`config.mk`:
```
export PLATFORM = sky130hd
export DESIGN_NAME = trigger_step_sequencer_decoder
export DESIGN_NICKNAME = d
export VERILOG_FILES = /design/src/trigger_step_pkg.sv /design/src/step_queue.sv /design/src/trigger_edge_detect.sv /design/src/trigger_step_sequencer_decoder.sv
export SDC_FILE = /design/constraint.sdc
export NUM_CORES = 1
export LEC_CHECK = 0
export ABC_AREA = 0
export BUFFER_PORTS_ARGS = -buffer_cell sky130_fd_sc_hd__buf_2
export CORE_UTILIZATION = 45
export DETAILED_ROUTE_END_ITERATION = 12
export RECOVER_POWER = 50
export SETUP_SLACK_MARGIN = 0.1
export SLEW_MARGIN = 20
export SYNTH_ARGS = -nofsm -noshare
export SYNTH_HDL_FRONTEND = slang
export SYNTH_SLANG_ARGS = --single-unit
```
`constraint.sdc`:
```
create_clock -name i_clk -period 20.6 [get_ports i_clk]
set_input_delay 1.03 -clock i_clk [delete_from_list [all_inputs] [get_ports i_clk]]
set_output_delay 1.03 -clock i_clk [all_outputs]
set_load 0.03 [all_outputs]
```
`src/trigger_step_pkg.sv`:
```
// Shared constants and types of the trigger step sequencer
package trigger_step_pkg;

	////////////////////////////////////////////////////////////////////////////////
	// Widths and sizes
	localparam int ADDR_W = 8;
	localparam int DATA_W = 16;
	localparam int QUEUE_DEPTH = 32;
	localparam int PTR_W = 5;
	localparam int STEP_W = 8;
	localparam int TRIG_IN_N = 16;
	localparam int TRIG_OUT_N = 32;
	localparam int IRQ_N = 16;
	localparam int CHAN_W = 5;

	////////////////////////////////////////////////////////////////////////////////
	// Step byte layout
	localparam int CMD_MSB = 7;
	localparam int CMD_LSB = 4;
	localparam int OPT_MSB = 3;
	localparam int OPT_LSB = 0;
	localparam int OPT_COPY_BIT = 3;

	// Command families, taken from command bits 3 to 1
	localparam logic [2:0] FAM_CTRL = 3'h0;
	localparam logic [2:0] FAM_STRB = 3'h1;
	localparam logic [2:0] FAM_WAIT = 3'h2;
	localparam logic [2:0] FAM_IRQ = 3'h3;
	localparam logic [2:0] FAM_TRIG = 3'h4;
	localparam logic [2:0] FAM_JMP = 3'h5;
	localparam logic [2:0] FAM_LOOP0 = 3'h6;
	localparam logic [2:0] FAM_LOOP1 = 3'h7;

	// Control action options
	localparam logic [3:0] OPT_NOP = 4'h0;
	localparam logic [3:0] OPT_STOP = 4'h1;
	localparam logic [3:0] OPT_CLR_C0 = 4'h2;
	localparam logic [3:0] OPT_CLR_C1 = 4'h3;

	// Add and copy targets
	localparam logic [2:0] TGT_LIMIT0 = 3'h0;
	localparam logic [2:0] TGT_LIMIT1 = 3'h1;
	localparam logic [2:0] TGT_HOLD = 3'h2;
	localparam logic [2:0] TGT_ADJUST = 3'h3;

	////////////////////////////////////////////////////////////////////////////////
	// Register offsets
	localparam logic [2:0] QUEUE_PAGE = 3'h0;
	localparam logic [7:0] OFS_CTRL = 8'h20;
	localparam logic [7:0] OFS_STATE = 8'h21;
	localparam logic [7:0] OFS_ADJUST = 8'h22;
	localparam logic [7:0] OFS_HOLD = 8'h23;
	localparam logic [7:0] OFS_LIMIT0 = 8'h24;
	localparam logic [7:0] OFS_LIMIT1 = 8'h25;
	localparam logic [7:0] OFS_COUNT0 = 8'h26;
	localparam logic [7:0] OFS_COUNT1 = 8'h27;
	localparam logic [7:0] OFS_QPTR = 8'h28;
	localparam logic [7:0] OFS_CHAN = 8'h29;
	localparam logic [7:0] OFS_INT_STAT = 8'h2A;
	localparam logic [7:0] OFS_INT_MASK = 8'h2B;

	// Register field positions
	localparam int CTRL_RUN_BIT = 0;
	localparam int CTRL_RESTART_BIT = 1;
	localparam int STATE_RUN_BIT = 0;
	localparam int STATE_WAIT_BIT = 1;
	localparam int STATE_PTR_LSB = 8;

	// Reset values
	localparam logic [15:0] RST_WORD = 16'h0000;
	localparam logic [4:0] RST_PTR = 5'h00;
	localparam logic [4:0] RST_CHAN = 5'h00;
	localparam logic [7:0] RST_STEP = 8'h00;

	////////////////////////////////////////////////////////////////////////////////
	// Sequencer states
	typedef enum logic [1:0] {
		SEQ_IDLE,
		SEQ_RUN,
		SEQ_WAIT
	} seq_state_t;

endpackage : trigger_step_pkg

```
`src/step_queue.sv`:
```
// Flip-flop store of the step queue with one write and two read ports
`timescale 1ns/1ps
`default_nettype none
module step_queue (
	input wire logic i_clk,
	input wire logic i_rst,
	input wire logic i_we,
	input wire logic [4:0] i_waddr,
	input wire logic [7:0] i_wdata,
	input wire logic [4:0] i_exec_addr,
	input wire logic [4:0] i_bus_addr,
	output logic [7:0] o_exec_data,
	output logic [7:0] o_bus_data
);

	logic [7:0] mem_ff [trigger_step_pkg::QUEUE_DEPTH];

	// Entries reset to a control no-operation step
	always_ff @(posedge i_clk or posedge i_rst) begin
		if (i_rst) begin
			for (int i = 0; i < trigger_step_pkg::QUEUE_DEPTH; i++) begin
				mem_ff[i] <= trigger_step_pkg::RST_STEP;
			end
		end else if (i_we) begin
			mem_ff[i_waddr] <= i_wdata;
		end
	end

	// Read ports are plain index selects
	assign o_exec_data = mem_ff[i_exec_addr];
	assign o_bus_data = mem_ff[i_bus_addr];

endmodule : step_queue
`default_nettype wire

```
`src/trigger_edge_detect.sv`:
```
// Registered rising and falling edge pulses of the trigger inputs
`timescale 1ns/1ps
`default_nettype none
module trigger_edge_detect (
	input wire logic i_clk,
	input wire logic i_rst,
	input wire logic [15:0] i_level,
	output logic [15:0] o_rise,
	output logic [15:0] o_fall
);

	logic [15:0] prev_ff;
	logic [15:0] rise_ff;
	logic [15:0] fall_ff;

	// Previous level and one-cycle edge pulses
	always_ff @(posedge i_clk or posedge i_rst) begin
		if (i_rst) begin
			prev_ff <= trigger_step_pkg::RST_WORD;
			rise_ff <= trigger_step_pkg::RST_WORD;
			fall_ff <= trigger_step_pkg::RST_WORD;
		end else begin
			prev_ff <= i_level;
			rise_ff <= i_level & ~prev_ff;
			fall_ff <= ~i_level & prev_ff;
		end
	end

	assign o_rise = rise_ff;
	assign o_fall = fall_ff;

endmodule : trigger_edge_detect
`default_nettype wire

```
`src/trigger_step_sequencer_decoder.sv`:
```
// Step queue command decoder and executor with its register port
//
// How it works
// - Step byte: command high nibble, option low
// - Code 0000 runs the selected control action
// - Code 0001 adds adjust value to target
// - Copy variant loads hold value into target
// - Codes 001x load the ADC channel select
// - Code 0100 waits for selected rising edge
// - Code 0101 waits for selected falling edge
// - Code 0111 raises the selected interrupt request
// - Codes 100x pulse the selected trigger output
// - Codes 101x load queue pointer and jump
// - Codes 110x loop on first counter and limit
// - Codes 111x loop on second counter and limit
// - Reserved codes and options are consumed as no-operation
`timescale 1ns/1ps
`default_nettype none
module trigger_step_sequencer_decoder (
	input wire logic i_clk,
	input wire logic i_rst,
	input wire logic [7:0] i_addr,
	input wire logic [15:0] i_wdata,
	input wire logic i_wr,
	input wire logic i_rd,
	input wire logic [15:0] i_trig_in,
	output logic [15:0] o_rdata,
	output logic o_irq,
	output logic [15:0] o_irq_req,
	output logic [31:0] o_trig,
	output logic [4:0] o_adc_channel_select
);

	////////////////////////////////////////////////////////////////////////////////
	// Declarations
	trigger_step_pkg::seq_state_t state_ff;
	trigger_step_pkg::seq_state_t nxt_state;
	logic [4:0] ptr_ff;
	logic [4:0] nxt_ptr;
	logic run_ff;
	logic [15:0] adjust_ff;
	logic [15:0] hold_ff;
	logic [15:0] limit0_ff;
	logic [15:0] limit1_ff;
	logic [15:0] count0_ff;
	logic [15:0] count1_ff;
	logic [15:0] int_stat_ff;
	logic [15:0] int_mask_ff;
	logic [4:0] chan_ff;
	logic [31:0] trig_ff;
	logic [15:0] irq_req_ff;
	logic irq_ff;
	logic [15:0] rdata_ff;

	logic [7:0] step;
	logic [7:0] bus_step;
	logic [3:0] cmd;
	logic [3:0] opt;
	logic [4:0] dest;
	logic [15:0] rise;
	logic [15:0] fall;
	logic wait_hit;

	logic [15:0] irq_set;
	logic [31:0] trig_pulse;
	logic chan_we;
	logic tgt_we;
	logic [2:0] tgt_sel;
	logic [15:0] tgt_val;
	logic c0_inc;
	logic c1_inc;
	logic c0_clr;
	logic c1_clr;
	logic stop;

	logic queue_hit;
	logic wr_ctrl;

	////////////////////////////////////////////////////////////////////////////////
	// Helpers

	// Five-bit operand from command bit 0 and the option field
	function automatic logic [4:0] step_operand(input logic [3:0] c, input logic [3:0] o);
		step_operand = {c[0], o};
	endfunction : step_operand

	// Current contents of an add or copy target
	function automatic logic [15:0] target_value(input logic [2:0] sel,
		input logic [15:0] l0, input logic [15:0] l1,
		input logic [15:0] h, input logic [15:0] a);
		case (sel)
			trigger_step_pkg::TGT_LIMIT0: target_value = l0;
			trigger_step_pkg::TGT_LIMIT1: target_value = l1;
			trigger_step_pkg::TGT_HOLD: target_value = h;
			trigger_step_pkg::TGT_ADJUST: target_value = a;
			default: target_value = trigger_step_pkg::RST_WORD;
		endcase
	endfunction : target_value

	////////////////////////////////////////////////////////////////////////////////
	// Queue store and trigger input edges
	assign queue_hit = (i_addr[7:5] == trigger_step_pkg::QUEUE_PAGE);
	assign wr_ctrl = i_wr && (i_addr == trigger_step_pkg::OFS_CTRL);

	step_queue u_queue (
		.i_clk(i_clk),
		.i_rst(i_rst),
		.i_we(i_wr && queue_hit),
		.i_waddr(i_addr[4:0]),
		.i_wdata(i_wdata[7:0]),
		.i_exec_addr(ptr_ff),
		.i_bus_addr(i_addr[4:0]),
		.o_exec_data(step),
		.o_bus_data(bus_step)
	);

	trigger_edge_detect u_edges (
		.i_clk(i_clk),
		.i_rst(i_rst),
		.i_level(i_trig_in),
		.o_rise(rise),
		.o_fall(fall)
	);

	// Split of the step byte into command and option
	assign cmd = step[trigger_step_pkg::CMD_MSB:trigger_step_pkg::CMD_LSB];
	assign opt = step[trigger_step_pkg::OPT_MSB:trigger_step_pkg::OPT_LSB];
	assign dest = step_operand(cmd, opt);

	// Edge selected by a pending wait step
	assign wait_hit = cmd[0] ? fall[opt] : rise[opt];

	////////////////////////////////////////////////////////////////////////////////
	// Step decode and sequencing
	always_comb begin
		nxt_state = state_ff;
		nxt_ptr = ptr_ff;
		irq_set = '0;
		trig_pulse = '0;
		chan_we = 1'b0;
		tgt_we = 1'b0;
		tgt_sel = opt[2:0];
		tgt_val = trigger_step_pkg::RST_WORD;
		c0_inc = 1'b0;
		c1_inc = 1'b0;
		c0_clr = 1'b0;
		c1_clr = 1'b0;
		stop = 1'b0;
		case (state_ff)
			trigger_step_pkg::SEQ_IDLE: begin
				if (run_ff) begin
					nxt_state = trigger_step_pkg::SEQ_RUN;
				end
			end
			trigger_step_pkg::SEQ_RUN: begin
				if (!run_ff) begin
					nxt_state = trigger_step_pkg::SEQ_IDLE;
				end else begin
					nxt_ptr = ptr_ff + 5'h01;
					case (cmd[3:1])
						trigger_step_pkg::FAM_CTRL: begin
							if (!cmd[0]) begin
								case (opt)
									trigger_step_pkg::OPT_STOP: begin
										stop = 1'b1;
										nxt_state = trigger_step_pkg::SEQ_IDLE;
									end
									trigger_step_pkg::OPT_CLR_C0: c0_clr = 1'b1;
									trigger_step_pkg::OPT_CLR_C1: c1_clr = 1'b1;
									default: ;
								endcase
							end else if (opt[2:0] <= trigger_step_pkg::TGT_ADJUST) begin
								tgt_we = 1'b1;
								if (opt[trigger_step_pkg::OPT_COPY_BIT]) begin
									tgt_val = hold_ff;
								end else begin
									tgt_val = target_value(opt[2:0], limit0_ff, limit1_ff,
										hold_ff, adjust_ff) + adjust_ff;
								end
							end
						end
						trigger_step_pkg::FAM_STRB: chan_we = 1'b1;
						trigger_step_pkg::FAM_WAIT: begin
							nxt_ptr = ptr_ff;
							nxt_state = trigger_step_pkg::SEQ_WAIT;
						end
						trigger_step_pkg::FAM_IRQ: begin
							if (cmd[0]) begin
								irq_set[opt] = 1'b1;
							end
						end
						trigger_step_pkg::FAM_TRIG: trig_pulse[dest] = 1'b1;
						trigger_step_pkg::FAM_JMP: nxt_ptr = dest;
						trigger_step_pkg::FAM_LOOP0: begin
							if (count0_ff != limit0_ff) begin
								c0_inc = 1'b1;
								nxt_ptr = dest;
							end
						end
						trigger_step_pkg::FAM_LOOP1: begin
							if (count1_ff != limit1_ff) begin
								c1_inc = 1'b1;
								nxt_ptr = dest;
							end
						end
						default: ;
					endcase
				end
			end
			trigger_step_pkg::SEQ_WAIT: begin
				if (!run_ff) begin
					nxt_state = trigger_step_pkg::SEQ_IDLE;
				end else if (wait_hit) begin
					nxt_ptr = ptr_ff + 5'h01;
					nxt_state = trigger_step_pkg::SEQ_RUN;
				end
			end
			default: nxt_state = trigger_step_pkg::SEQ_IDLE;
		endcase
	end

	// Sequencer state
	always_ff @(posedge i_clk or posedge i_rst) begin
		if (i_rst) begin
			state_ff <= trigger_step_pkg::SEQ_IDLE;
		end else begin
			state_ff <= nxt_state;
		end
	end

	// Run enable; a stop step outranks a software write
	always_ff @(posedge i_clk or posedge i_rst) begin
		if (i_rst) begin
			run_ff <= 1'b0;
		end else if (stop) begin
			run_ff <= 1'b0;
		end else if (wr_ctrl) begin
			run_ff <= i_wdata[trigger_step_pkg::CTRL_RUN_BIT];
		end
	end

	// Queue pointer; software restart or load outranks sequencing
	always_ff @(posedge i_clk or posedge i_rst) begin
		if (i_rst) begin
			ptr_ff <= trigger_step_pkg::RST_PTR;
		end else if (wr_ctrl && i_wdata[trigger_step_pkg::CTRL_RESTART_BIT]) begin
			ptr_ff <= trigger_step_pkg::RST_PTR;
		end else if (i_wr && (i_addr == trigger_step_pkg::OFS_QPTR)) begin
			ptr_ff <= i_wdata[4:0];
		end else begin
			ptr_ff <= nxt_ptr;
		end
	end

	////////////////////////////////////////////////////////////////////////////////
	// Value registers; step writes outrank software writes
	always_ff @(posedge i_clk or posedge i_rst) begin
		if (i_rst) begin
			adjust_ff <= trigger_step_pkg::RST_WORD;
			hold_ff <= trigger_step_pkg::RST_WORD;
			limit0_ff <= trigger_step_pkg::RST_WORD;
			limit1_ff <= trigger_step_pkg::RST_WORD;
		end else begin
			if (tgt_we && tgt_sel == trigger_step_pkg::TGT_ADJUST) begin
				adjust_ff <= tgt_val;
			end else if (i_wr && i_addr == trigger_step_pkg::OFS_ADJUST) begin
				adjust_ff <= i_wdata;
			end
			if (tgt_we && tgt_sel == trigger_step_pkg::TGT_HOLD) begin
				hold_ff <= tgt_val;
			end else if (i_wr && i_addr == trigger_step_pkg::OFS_HOLD) begin
				hold_ff <= i_wdata;
			end
			if (tgt_we && tgt_sel == trigger_step_pkg::TGT_LIMIT0) begin
				limit0_ff <= tgt_val;
			end else if (i_wr && i_addr == trigger_step_pkg::OFS_LIMIT0) begin
				limit0_ff <= i_wdata;
			end
			if (tgt_we && tgt_sel == trigger_step_pkg::TGT_LIMIT1) begin
				limit1_ff <= tgt_val;
			end else if (i_wr && i_addr == trigger_step_pkg::OFS_LIMIT1) begin
				limit1_ff <= i_wdata;
			end
		end
	end

	// Loop counters
	always_ff @(posedge i_clk or posedge i_rst) begin
		if (i_rst) begin
			count0_ff <= trigger_step_pkg::RST_WORD;
			count1_ff <= trigger_step_pkg::RST_WORD;
		end else begin
			if (c0_clr) begin
				count0_ff <= trigger_step_pkg::RST_WORD;
			end else if (c0_inc) begin
				count0_ff <= count0_ff + 16'h0001;
			end else if (i_wr && i_addr == trigger_step_pkg::OFS_COUNT0) begin
				count0_ff <= i_wdata;
			end
			if (c1_clr) begin
				count1_ff <= trigger_step_pkg::RST_WORD;
			end else if (c1_inc) begin
				count1_ff <= count1_ff + 16'h0001;
			end else if (i_wr && i_addr == trigger_step_pkg::OFS_COUNT1) begin
				count1_ff <= i_wdata;
			end
		end
	end

	// ADC channel select
	always_ff @(posedge i_clk or posedge i_rst) begin
		if (i_rst) begin
			chan_ff <= trigger_step_pkg::RST_CHAN;
		end else if (chan_we) begin
			chan_ff <= dest;
		end else if (i_wr && i_addr == trigger_step_pkg::OFS_CHAN) begin
			chan_ff <= i_wdata[4:0];
		end
	end

	// One-cycle trigger and interrupt request pulses
	always_ff @(posedge i_clk or posedge i_rst) begin
		if (i_rst) begin
			trig_ff <= '0;
			irq_req_ff <= trigger_step_pkg::RST_WORD;
		end else begin
			trig_ff <= trig_pulse;
			irq_req_ff <= irq_set;
		end
	end

	////////////////////////////////////////////////////////////////////////////////
	// Interrupt status, mask and line; a new request beats a clear
	always_ff @(posedge i_clk or posedge i_rst) begin
		if (i_rst) begin
			int_stat_ff <= trigger_step_pkg::RST_WORD;
		end else if (i_wr && i_addr == trigger_step_pkg::OFS_INT_STAT) begin
			int_stat_ff <= (int_stat_ff & ~i_wdata) | irq_set;
		end else begin
			int_stat_ff <= int_stat_ff | irq_set;
		end
	end

	always_ff @(posedge i_clk or posedge i_rst) begin
		if (i_rst) begin
			int_mask_ff <= trigger_step_pkg::RST_WORD;
		end else if (i_wr && i_addr == trigger_step_pkg::OFS_INT_MASK) begin
			int_mask_ff <= i_wdata;
		end
	end

	always_ff @(posedge i_clk or posedge i_rst) begin
		if (i_rst) begin
			irq_ff <= 1'b0;
		end else begin
			irq_ff <= |(int_stat_ff & int_mask_ff);
		end
	end

	////////////////////////////////////////////////////////////////////////////////
	// Read data, valid only in the cycle after a read strobe
	always_ff @(posedge i_clk or posedge i_rst) begin
		if (i_rst) begin
			rdata_ff <= trigger_step_pkg::RST_WORD;
		end else if (!i_rd) begin
			rdata_ff <= trigger_step_pkg::RST_WORD;
		end else if (queue_hit) begin
			rdata_ff <= {8'h00, bus_step};
		end else begin
			case (i_addr)
				trigger_step_pkg::OFS_CTRL: rdata_ff <= {15'h0000, run_ff};
				trigger_step_pkg::OFS_STATE: rdata_ff <= {3'h0, ptr_ff, 6'h00,
					(state_ff == trigger_step_pkg::SEQ_WAIT),
					(state_ff != trigger_step_pkg::SEQ_IDLE)};
				trigger_step_pkg::OFS_ADJUST: rdata_ff <= adjust_ff;
				trigger_step_pkg::OFS_HOLD: rdata_ff <= hold_ff;
				trigger_step_pkg::OFS_LIMIT0: rdata_ff <= limit0_ff;
				trigger_step_pkg::OFS_LIMIT1: rdata_ff <= limit1_ff;
				trigger_step_pkg::OFS_COUNT0: rdata_ff <= count0_ff;
				trigger_step_pkg::OFS_COUNT1: rdata_ff <= count1_ff;
				trigger_step_pkg::OFS_QPTR: rdata_ff <= {11'h000, ptr_ff};
				trigger_step_pkg::OFS_CHAN: rdata_ff <= {11'h000, chan_ff};
				trigger_step_pkg::OFS_INT_STAT: rdata_ff <= int_stat_ff;
				trigger_step_pkg::OFS_INT_MASK: rdata_ff <= int_mask_ff;
				default: rdata_ff <= trigger_step_pkg::RST_WORD;
			endcase
		end
	end

	// Outputs straight from flip-flops
	assign o_rdata = rdata_ff;
	assign o_irq = irq_ff;
	assign o_irq_req = irq_req_ff;
	assign o_trig = trig_ff;
	assign o_adc_channel_select = chan_ff;

endmodule : trigger_step_sequencer_decoder
`default_nettype wire

```
==> results of run 1 <==
==> power groups by stage <==
| stage | Combinational, mW | Sequential, mW | Clock (mW) |
|---|---|---|---|
| finish | 0.748 | 1.16 | 1.11 |
| global route | 0.796 | 1.17 | 1.15 |
| CTS | 0.737 | 1.16 | 1.12 |
| detailed placement | 0.734 | 1.17 | 0 |
| global placement | 0.722 | 1.17 | 0 |
| floorplan | 0.620 | 1.11 | 0 |
==> synthesized netlist by cell type (10+ instances only) <==
| master | number | area (um2) |
|---|---|---|
| mux2_2 | 264 | 2970 |
| and3_1 | 82 | 513 |
| nor3b_1 | 33 | 248 |
| nand4_1 | 23 | 144 |
| nand2b_1 | 19 | 119 |
| clkbuf_1 | 120 | 450 |
| nand3_1 | 39 | 195 |
| a21o_1 | 18 | 135 |
| buf_2 | 11 | 55.1 |
| mux4_1 | 24 | 631 |
| a22o_1 | 16 | 140 |
| nor2b_1 | 41 | 257 |
| nand3b_1 | 15 | 113 |
| nand2_1 | 127 | 477 |
| inv_1 | 15 | 56.3 |
| o21ai_0 | 78 | 390 |
| xnor2_1 | 37 | 324 |
| nor2_1 | 149 | 559 |
| nor3_1 | 24 | 120 |
| ha_1 | 22 | 275 |
| a211oi_1 | 61 | 458 |
| dfrtp_1 | 510 | 12800 |
| a221oi_1 | 44 | 385 |
| buf_1 | 10 | 37.5 |
| a31oi_1 | 10 | 62.6 |
| mux4_2 | 99 | 2230 |
| a22oi_1 | 92 | 691 |
| a21oi_1 | 108 | 541 |
| mux2i_1 | 104 | 1040 |
==> routing by layer <==
metal / share of wire (%) / GRT usage, %
met1: 41 / 42.6
met2: 46 / 47.8
met3: 7.3 / 4.23
met4: 6.0 / 16.2
met5: 0.061 / 0.772
==> per-stage QoR <==
stage	setup WS, ns	hold WS, ns
after CTS	13.23	0.413
after detailed placement	13.28	0.404
after global routing	11.09	0.421
final	12.66	0.410
after floorplan	5.33	0.395
after global placement	13.54	0.399
==> critical path: cells and delay by family <==
kind / cells / cell delay [ns]
buffers and inverters: 3 / 6.51
==> flip-flops by register name, indices dropped and copies added (netlist names) <==
register,cells
count0_ff,16
limit0_ff,16
o_irq_req,16
u_edges.o_rise,16
u_edges.prev_ff,16
u_edges.o_fall,16
ptr_ff,5
run_ff,1
int_stat_ff,16
state_ff,2
o_irq,1
u_queue.mem_ff,256
o_trig,32
count1_ff,16
adjust_ff,16
limit1_ff,16
int_mask_ff,16
o_adc_channel_select,5
o_rdata,16
hold_ff,16
==> area by class of cell <==
cell class              instances  share of cell area [%]
inverters                      16                   0.199
multi-input cells            1660                    46.2
flip-flops and latches        510                    41.5
clock inverters                28                    1.41
repair buffers                149                    2.41
diodes                          1                 0.00813
clock buffers                  76                    5.13
well taps                     782                    3.18
==> logic make-up after synthesis <==
| family | Yosys count |
|---|---|
| AOI/OAI and AO/OA | 486 |
| xor gates and xnor gates | 45 |
| adders and majority gates | 23 |
| buffers and inverters | 184 |
| DFF | 510 |
| muxes | 498 |
| and+or+nand+nor | 608 |
==> how the worst max path moves through the flow <==
stage | start | endpoint | slack (ns) | cells past startpoint
3_5_place_dp | ptr_ff[0] | limit1_ff[14] | 13.28 | 20
6_report | i_rst | u_queue.mem_ff[143] | 12.66 | 3
5_1_grt | i_rst | u_queue.mem_ff[81] | 11.09 | 3
3_3_place_gp | ptr_ff[0] | limit1_ff[14] | 13.54 | 20
2_1_floorplan | i_rst | adjust_ff[0] | 5.33 | 1
4_1_cts | ptr_ff[0] | limit1_ff[14] | 13.23 | 20
==> cell usage in the layout (no fill, tap or decap), drive strengths merged, types with 12 or more instances in the layout <==
cell type,Yosys,layout
nand3b,16,16
and3,84,84
a211oi,61,61
a22oi,92,92
mux4,124,124
xnor2,37,37
ha,22,22
mux2i,104,104
mux2,270,270
nand2b,19,19
o21ai,87,87
nor3,24,24
a22o,16,16
dfrtp,510,510
nor3b,33,33
nand4,23,23
a21o,18,18
clkinv,0,14
inv,16,18
and2,12,12
nand3,42,42
nand2,130,130
a21oi,108,108
nor2b,41,41
buf,41,64
a221oi,45,45
nor2,149,149
clkbuf,127,161
==> metrics.cfg, run 1 <==
[run_status]
status = finished with violations
violations = max-capacitance violations, max-slew violations

[layout]
stdcell_count = 3222
final_cell_area_um2 = 30800
nFillCells = 5380
final_nets = 2461
regArea_um2 = 12800
area_growth_pct = 10.3
drive_above_1_share_pct = 23.4
utilization_pct = 50.6
multi_input_area_um2 = 14200

[setup_path]
critical_path.slowest_cell = clkinvlp_2
cp.arrival_ns = 7.68
critPathMaxFanout = 123
r2r_start = ptr_ff[0]
critPathRequiredTime_ns = 20.34
start_kind = input port
max_stage_delay_ns = 3.25
path_class = in2async
reg2reg_to = limit1_ff[14]
setup.worst_path.end_class = async pin
rr_worst_depth = 20
crit_chain = buf_2, clkinvlp_2, clkbuf_1
reg2reg_slack_ns = 13.04

[grt]
grt_pass1_wl_mm = 145
grt_use_total_pct = 30.9
antenna_found_initial = 2
grt_pass1_vias = 21100
grt_max_degree = 172
grt_overflow_total = 0

[sta]
hold_violations = 0
finalMaxSlewViolations = 271
fin_tns_setup_ns = 0
post-route-period-util_pct = 38.6
worstMarginPinSlew_ns = 5.88
period_minus_slack_ns = 7.94
max_freq_mhz = 126
finClkSkew_ns = 0.0289
relSlewSlack_pct = -294
rsz0062_at_grt = false
setup_viol = 0

[floorplan]
die_h_um = 251
initial_core_util_pct = 45.9
core-area_um2 = 60800
rows = 90
dieArea_um2 = 63000
die_w_um = 251
io_pins = 114

[clocking]
cts_hold_buf = 0
clkTransAtPathRegs_ns = 0.06
clkSinkCount = 510
h-tree-depth = 2
cts_setup_buffers = 0
insertion_delay_ns = 0.64
cts_root_buf = clkbuf_16
cts_tree = yes
clockBufferDepth = 3
cts_inserted_buffers = 57
cts_resized = 0

[power]
vdd_drop_max_v = 0.0000730
total_power_mw = 3.02
p_seq_share_pct = 38.5
switching_power_mw = 1.01
power.density_nw_per_um2 = 98.0
combPwrFrac_pct = 24.8
switching_share_pct = 33.6
internal_power_mw = 2.00
clkPwrFrac_pct = 36.7
p_leak_nw = 14.1

[drt]
num_vias = 21400
antenna_left = 0
via_per_inst = 6.65
initialDrtViolationCount = 2228
wirelength_mm = 97.2
wl_per_cell_um = 30.2
drc = 0
drt-pass1-iter-count = 5

[worst_hold_path]
hp-start = u_edges.prev_ff[12]
hold_class = reg2reg
min_delay_worst_endpoint = u_edges.o_rise[12]
hold_depth = 1

[yosys]
ys_ff_latch = 510
synthCells = 2354
synth_top_family_by_area = multiplexers
synthesis.nets = 2421
async_reset_ff_share_pct = 100
syn_area_um2 = 27900
synth_cell_types = 85
synth_compound_gate_area_share_pct = 11.8
yosys.area_share.adder_pct = 1.06
synthMuxAreaShare_pct = 25.0
yosysWarnings = 0
synthSimpleGateAreaFrac_pct = 11.4
yosysSeqAreaShare_pct = 45.7
synth_xor_area_share_pct = 1.41
syn_avg_cell_area_um2 = 11.9
synth_top_flop_cell = dfrtp_1
synth-edff-count = 0

[place]
dp_hpwl_mm = 66.6
gp_congestion = 1.01
dp_cells = 3117
portBuffers = 113
detailed_place.area_um2 = 28900

[job]
max-cap-violations = 3

(Power assumes the default switching activity.)
==> run 2: changes to the inputs <==
==> constraint.sdc (replaced) <==
create_clock -name i_clk -period 6.6 [get_ports i_clk]
set_input_delay 0.33 -clock i_clk [delete_from_list [all_inputs] [get_ports i_clk]]
set_output_delay 0.33 -clock i_clk [all_outputs]
set_load 0.03 [all_outputs]
==> run 2 against run 1 <==
The flow still finishes with violations (max-capacitance violations, max-slew violations). First-iteration DRC count barely moved. Sequential share of layout area fell by 0.43 points. Flip-flop and latch count unchanged.
==> metrics.cfg, run 2 (synthesis results as in run 1) <==
[setup_path]
critPathRequiredTime_ns = 7.10
critical_path.slowest_cell = dfrtp_4
max_stage_delay_ns = 0.84
cp.arrival_ns = 6.65
crit_chain = buf_4, mux4_1, mux4_2, nand2_1, nand3_4, nor2_1, buf_4, a22oi_1, nand2_1, ha_1, nor2b_1, o21ai_0, a21boi_0, o21ai_0, a211oi_1, or4_1, and3_1, a311oi_1, o21a_1, a21oi_1
critPathMaxFanout = 42
setup.worst_path.end_class = flip-flop
start_kind = flip-flop
path_class = reg2reg

[layout]
final_nets = 2505
stdcell_count = 3261
utilization_pct = 51.1
largest_register_ffs = 256
final_cell_mix = dfrtp_1 (508), mux2_2 (264), nor2_1 (142)
antennaDiodeCount = 0
mostFrequentLayoutCell = dfrtp_1
drive_above_1_share_pct = 24.0
regMostFlops = u_queue.mem_ff
area_growth_pct = 11.4

[power]
total_power_mw = 9.47
vdd_drop_max_v = 0.000205
power.density_nw_per_um2 = 305
p_leak_nw = 14.3

[drt]
drc = 0
initialDrtViolationCount = 2227
antenna_left = 0
via_per_inst = 6.56
wl_per_cell_um = 29.3
num_vias = 21400
drt-pass1-iter-count = 6
wirelength_mm = 95.7

[run_status]
violations = max-capacitance violations, max-slew violations
status = finished with violations

[floorplan]
die_w_um = 251
initial_core_util_pct = 45.9
die_h_um = 251
core-area_um2 = 60800
io_pins = 114
dieArea_um2 = 63000
rows = 90

[clocking]
h-tree-depth = 2
clockBufferDepth = 3
insertion_delay_ns = 0.63
cts_root_buf = clkbuf_16
clkTransAtPathRegs_ns = 0.06
cts_tree = yes
clkSinkCount = 510
cts_inserted_buffers = 58

[grt]
grt_use_total_pct = 30.6
grt_pass1_vias = 21400
grt_max_degree = 144
met1_usage_pct = 41.0
grt_pass1_wl_mm = 143
grt_overflow_total = 0
antenna_found_initial = 1
met3_usage_pct = 4.46
grt.busiest_layer = met2
grt_use_met2_pct = 48.1

[place]
dp_hpwl_mm = 66.4
gp_congestion = 1.01
portBuffers = 113
dp_cells = 3141
pre_cts_slack_ns = 0.326

[sta]
finClkSkew_ns = 0.0344
hold_violations = 0
fin_tns_setup_ns = 0
period_minus_slack_ns = 6.15
max_freq_mhz = 163
rsz0062_at_grt = false
post-route-period-util_pct = 93.2
finalMaxSlewViolations = 404
setup_viol = 0
relSlewSlack_pct = -204
worstMarginPinSlew_ns = 4.57
worst_slack_ns = 0.452

[job]
max-cap-violations = 4

[worst_hold_path]
hold_class = in2reg

## run 2: changes by cell type in the layout (fill, tap and decap cells not counted), moves of 3 or more
cell and delta:
bufinv_16 -3, buf_2 -3, dlygate4sd3_1 +17, nor2_4 -3, buf_4 +22, clkinvlp_4 +3
## run 2: cell type report
| class | count | area, um2 |
|---|---|---|
| fillers | 5406 | 29700 |
| multi-input cells | 1660 | 14200 |
| flip-flops and latches | 510 | 12800 |
| clock buffers | 76 | 1640 |
| repair buffers | 192 | 1120 |
| well taps | 782 | 978 |
| clock inverters | 25 | 324 |
| inverters | 16 | 61.3 |
## run 2: layer usage
metal,routed length (um),up-vias
li1,-,9085
met1,38600,11000
met2,44700,1003
met3,6750,250
met4,5680,2
met5,12,-
## run 2: path summary, 6_finish.rpt
path                                startpoint             endpoint  slack [ns]  cells after the start
min                                i_wdata[13]      int_stat_ff[13]        0.10                      3
max reg2reg                          ptr_ff[1]        limit1_ff[14]        0.45                     20
max in group asynchronous                i_rst  u_queue.mem_ff[151]        1.42                      4
min in group asynchronous                i_rst           o_rdata[2]        0.22                      3
max                                  ptr_ff[1]        limit1_ff[14]        0.45                     20
min reg2reg                u_edges.prev_ff[12]   u_edges.o_rise[12]        0.42                      1
## run 2: timing repair
action,in CTS,in global routing
endpoints found under the hold margin,86,0
setup buffers,0,1
endpoints found under the setup margin,0,8
gates resized for setup,0,3
hold buffers,17,0
## run 2: per-stage QoR
stage / hold slack (ns) / instance area [um2]
final: 0.101 / 31100
after global routing: 0.112 / 31100
after CTS: 0.0735 / 31200
after detailed placement: 0.405 / 29100
after global placement: 0.398 / 29100
after floorplan: 0.361 / 27900
## run 2: power breakdown
part           internal, mW  leakage, nW  switching, mW
clock network          2.01        0.965           1.35
registers              3.29         6.88          0.316
logic                 0.979         6.43           1.52
total                  6.28         14.3           3.19
## run 2: worst max-delay path, delay by kind of cell, from the launching register on
kind            cells  cell delay (ns)
fa+ha+maj           1             0.25
mux                 2             0.95
buf+inv             2             0.54
flops               1             0.84
simple gates        7             1.70
compound gates      8             1.67
==> run 3: changes to the inputs <==
==> constraint.sdc (replaced) <==
create_clock -name i_clk -period 7.8 [get_ports i_clk]
set_input_delay 0.39 -clock i_clk [delete_from_list [all_inputs] [get_ports i_clk]]
set_output_delay 0.39 -clock i_clk [all_outputs]
set_load 0.03 [all_outputs]
==> run 3 against run 2 <==
The flow still finishes with violations (max-capacitance violations, max-slew violations). Clock power decreased by 15%. Die area unchanged. Combinational power decreased by 18%. Routed wire length increased by 0.27%. Sequential power decreased by 16%. Largest cell class unchanged. Highest routed layer unchanged.
==> metrics.cfg, run 3 (synthesis results as in run 1) <==
[sta]
worstMarginPinSlew_ns = 4.03
finClkSkew_ns = 0.0171
finalMaxSlewViolations = 388
period_minus_slack_ns = 6.56
worst_slack_ns = 1.24
setup_viol = 0
hold_violations = 0
post-route-period-util_pct = 84.0
whs_ns = 0.166
max_freq_mhz = 153
relSlewSlack_pct = -168
fin_tns_setup_ns = 0
rsz0062_at_grt = false

[setup_path]
critPathMaxFanout = 16
max_stage_delay_ns = 0.66
rr_worst_depth = 21
setup.worst_path.end_class = flip-flop
reg2reg_slack_ns = 1.24
critical_path.slowest_cell = dfrtp_2
path_class = reg2reg
reg2reg_to = adjust_ff[14]
crit_chain = buf_4, mux4_2, a22o_1, a221oi_2, nand3_1, nand2_1, nor2_1, buf_4, a22o_1, a221oi_1, fa_1, nor2b_1, o21ai_0, a21boi_0, o21ai_0, a211oi_1, or4_1, and3_1, a311oi_1, o21a_1, a21oi_1
path_buf_inv = 2
cp.arrival_ns = 7.04
start_kind = flip-flop
r2r_start = ptr_ff[0]
crit_family = compound AO/OA/AOI/OAI gates
critPathRequiredTime_ns = 8.28

[layout]
antennaDiodeCount = 0
final_nets = 2485
largest_register_ffs = 256
regMostFlops = u_queue.mem_ff
area_growth_pct = 10.9
nFillCells = 5383
final_cell_mix = dfrtp_1 (508), mux2_2 (264), nor2_1 (140)
drive_above_1_share_pct = 23.5
mostFrequentLayoutCell = dfrtp_1

[clocking]
cts_hold_buf = 17
cts_inserted_buffers = 56
insertion_delay_ns = 0.62
cts_setup_buffers = 0
cts_tree = yes
clkSinkCount = 510
h-tree-depth = 2
cts_root_buf = clkbuf_16
clkTransAtPathRegs_ns = 0.06
cts_resized = 0
clockBufferDepth = 3

[worst_hold_path]
min_delay_worst_endpoint = int_stat_ff[9]
hp-start = i_wdata[9]
hold_class = in2reg
hold_depth = 3

[floorplan]
core-area_um2 = 60800
initial_core_util_pct = 45.9
dieArea_um2 = 63000
io_pins = 114
die_w_um = 251
die_h_um = 251
rows = 90

[grt]
grt_pass1_vias = 21200
grt_overflow_total = 0
grt_pass1_wl_mm = 144
grt_use_total_pct = 30.8
grt_max_degree = 155
antenna_found_initial = 2

[power]
vdd_drop_max_v = 0.000175
p_leak_nw = 14.2
power.density_nw_per_um2 = 256

[drt]
num_vias = 21300
via_per_inst = 6.58
wl_per_cell_um = 29.6
antenna_left = 0
initialDrtViolationCount = 2050
wirelength_mm = 96.0
drt-pass1-iter-count = 6
drc = 0

[place]
portBuffers = 113
dp_hpwl_mm = 66.6
gp_congestion = 0.946
pre_cts_slack_ns = 1.39

[run_status]
violations = max-capacitance violations, max-slew violations
status = finished with violations

[job]
max-cap-violations = 6

-- run 3: area by class of cell --
type	instances	area, um2	area share (%)
clock buffer	78	1650	5.32
tap	782	978	3.16
timing repair buffer	174	958	3.10
multi-input combinational	1660	14200	45.9
clock inverter	26	337	1.09
inverter	16	61.3	0.198
sequential	510	12800	41.2
-- run 3: worst max path at each step --
| stage | to | cells after the start | slack (ns) | startpoint |
|---|---|---|---|---|
| after global placement | limit0_ff[14] | 21 | 1.49 | ptr_ff[0] |
| after detailed placement | limit1_ff[14] | 21 | 1.39 | ptr_ff[0] |
| final | adjust_ff[14] | 21 | 1.24 | ptr_ff[0] |
| after global routing | adjust_ff[14] | 21 | 0.82 | ptr_ff[0] |
| after floorplan | adjust_ff[0] | 1 | 0.49 | i_rst |
| after CTS | adjust_ff[14] | 21 | 1.35 | ptr_ff[0] |
-- run 3: worst reg2reg max path, cell delays in order (launching register included) --
cell and delay, ns:
dfrtp_2 0.66, buf_4 0.40, mux4_2 0.54, a22o_1 0.27
a221oi_2 0.28, nand3_1 0.34, nand2_1 0.39, nor2_1 0.07
buf_4 0.21, a22o_1 0.25, a221oi_1 0.37, fa_1 0.28
nor2b_1 0.06, o21ai_0 0.19, a21boi_0 0.14, o21ai_0 0.37
a211oi_1 0.16, or4_1 0.54, and3_1 0.21, a311oi_1 0.39
o21a_1 0.22, a21oi_1 0.08
-- run 3: layer usage --
metal | vias to the layer above | track usage (%) | part of all wire [%]
li1 | 9061 | - | -
met1 | 11000 | 41.1 | 41
met2 | 995 | 49.3 | 47
met3 | 245 | 5.26 | 7.5
met4 | 2 | 13.7 | 5.1
met5 | - | 0 | 0.011
-- run 3: per-stage QoR --
stage	power, mW	instance area, um2	cells	util [%]
global route	8.23	31000	3246	50.9
detailed placement	5.08	28900	3125	47.6
CTS	7.95	31100	3246	51.1
global placement	5.04	28900	3125	47.6
finish	7.94	31000	3246	50.9
floorplan	4.57	27900	2354	-
-- run 3: where the power goes --
group          internal, mW  switching [mW]  leakage (nW)  total, mW
clock network          1.70            1.15         0.969       2.86
registers              2.78           0.251          6.88       3.04
logic                 0.786            1.26          6.32       2.05
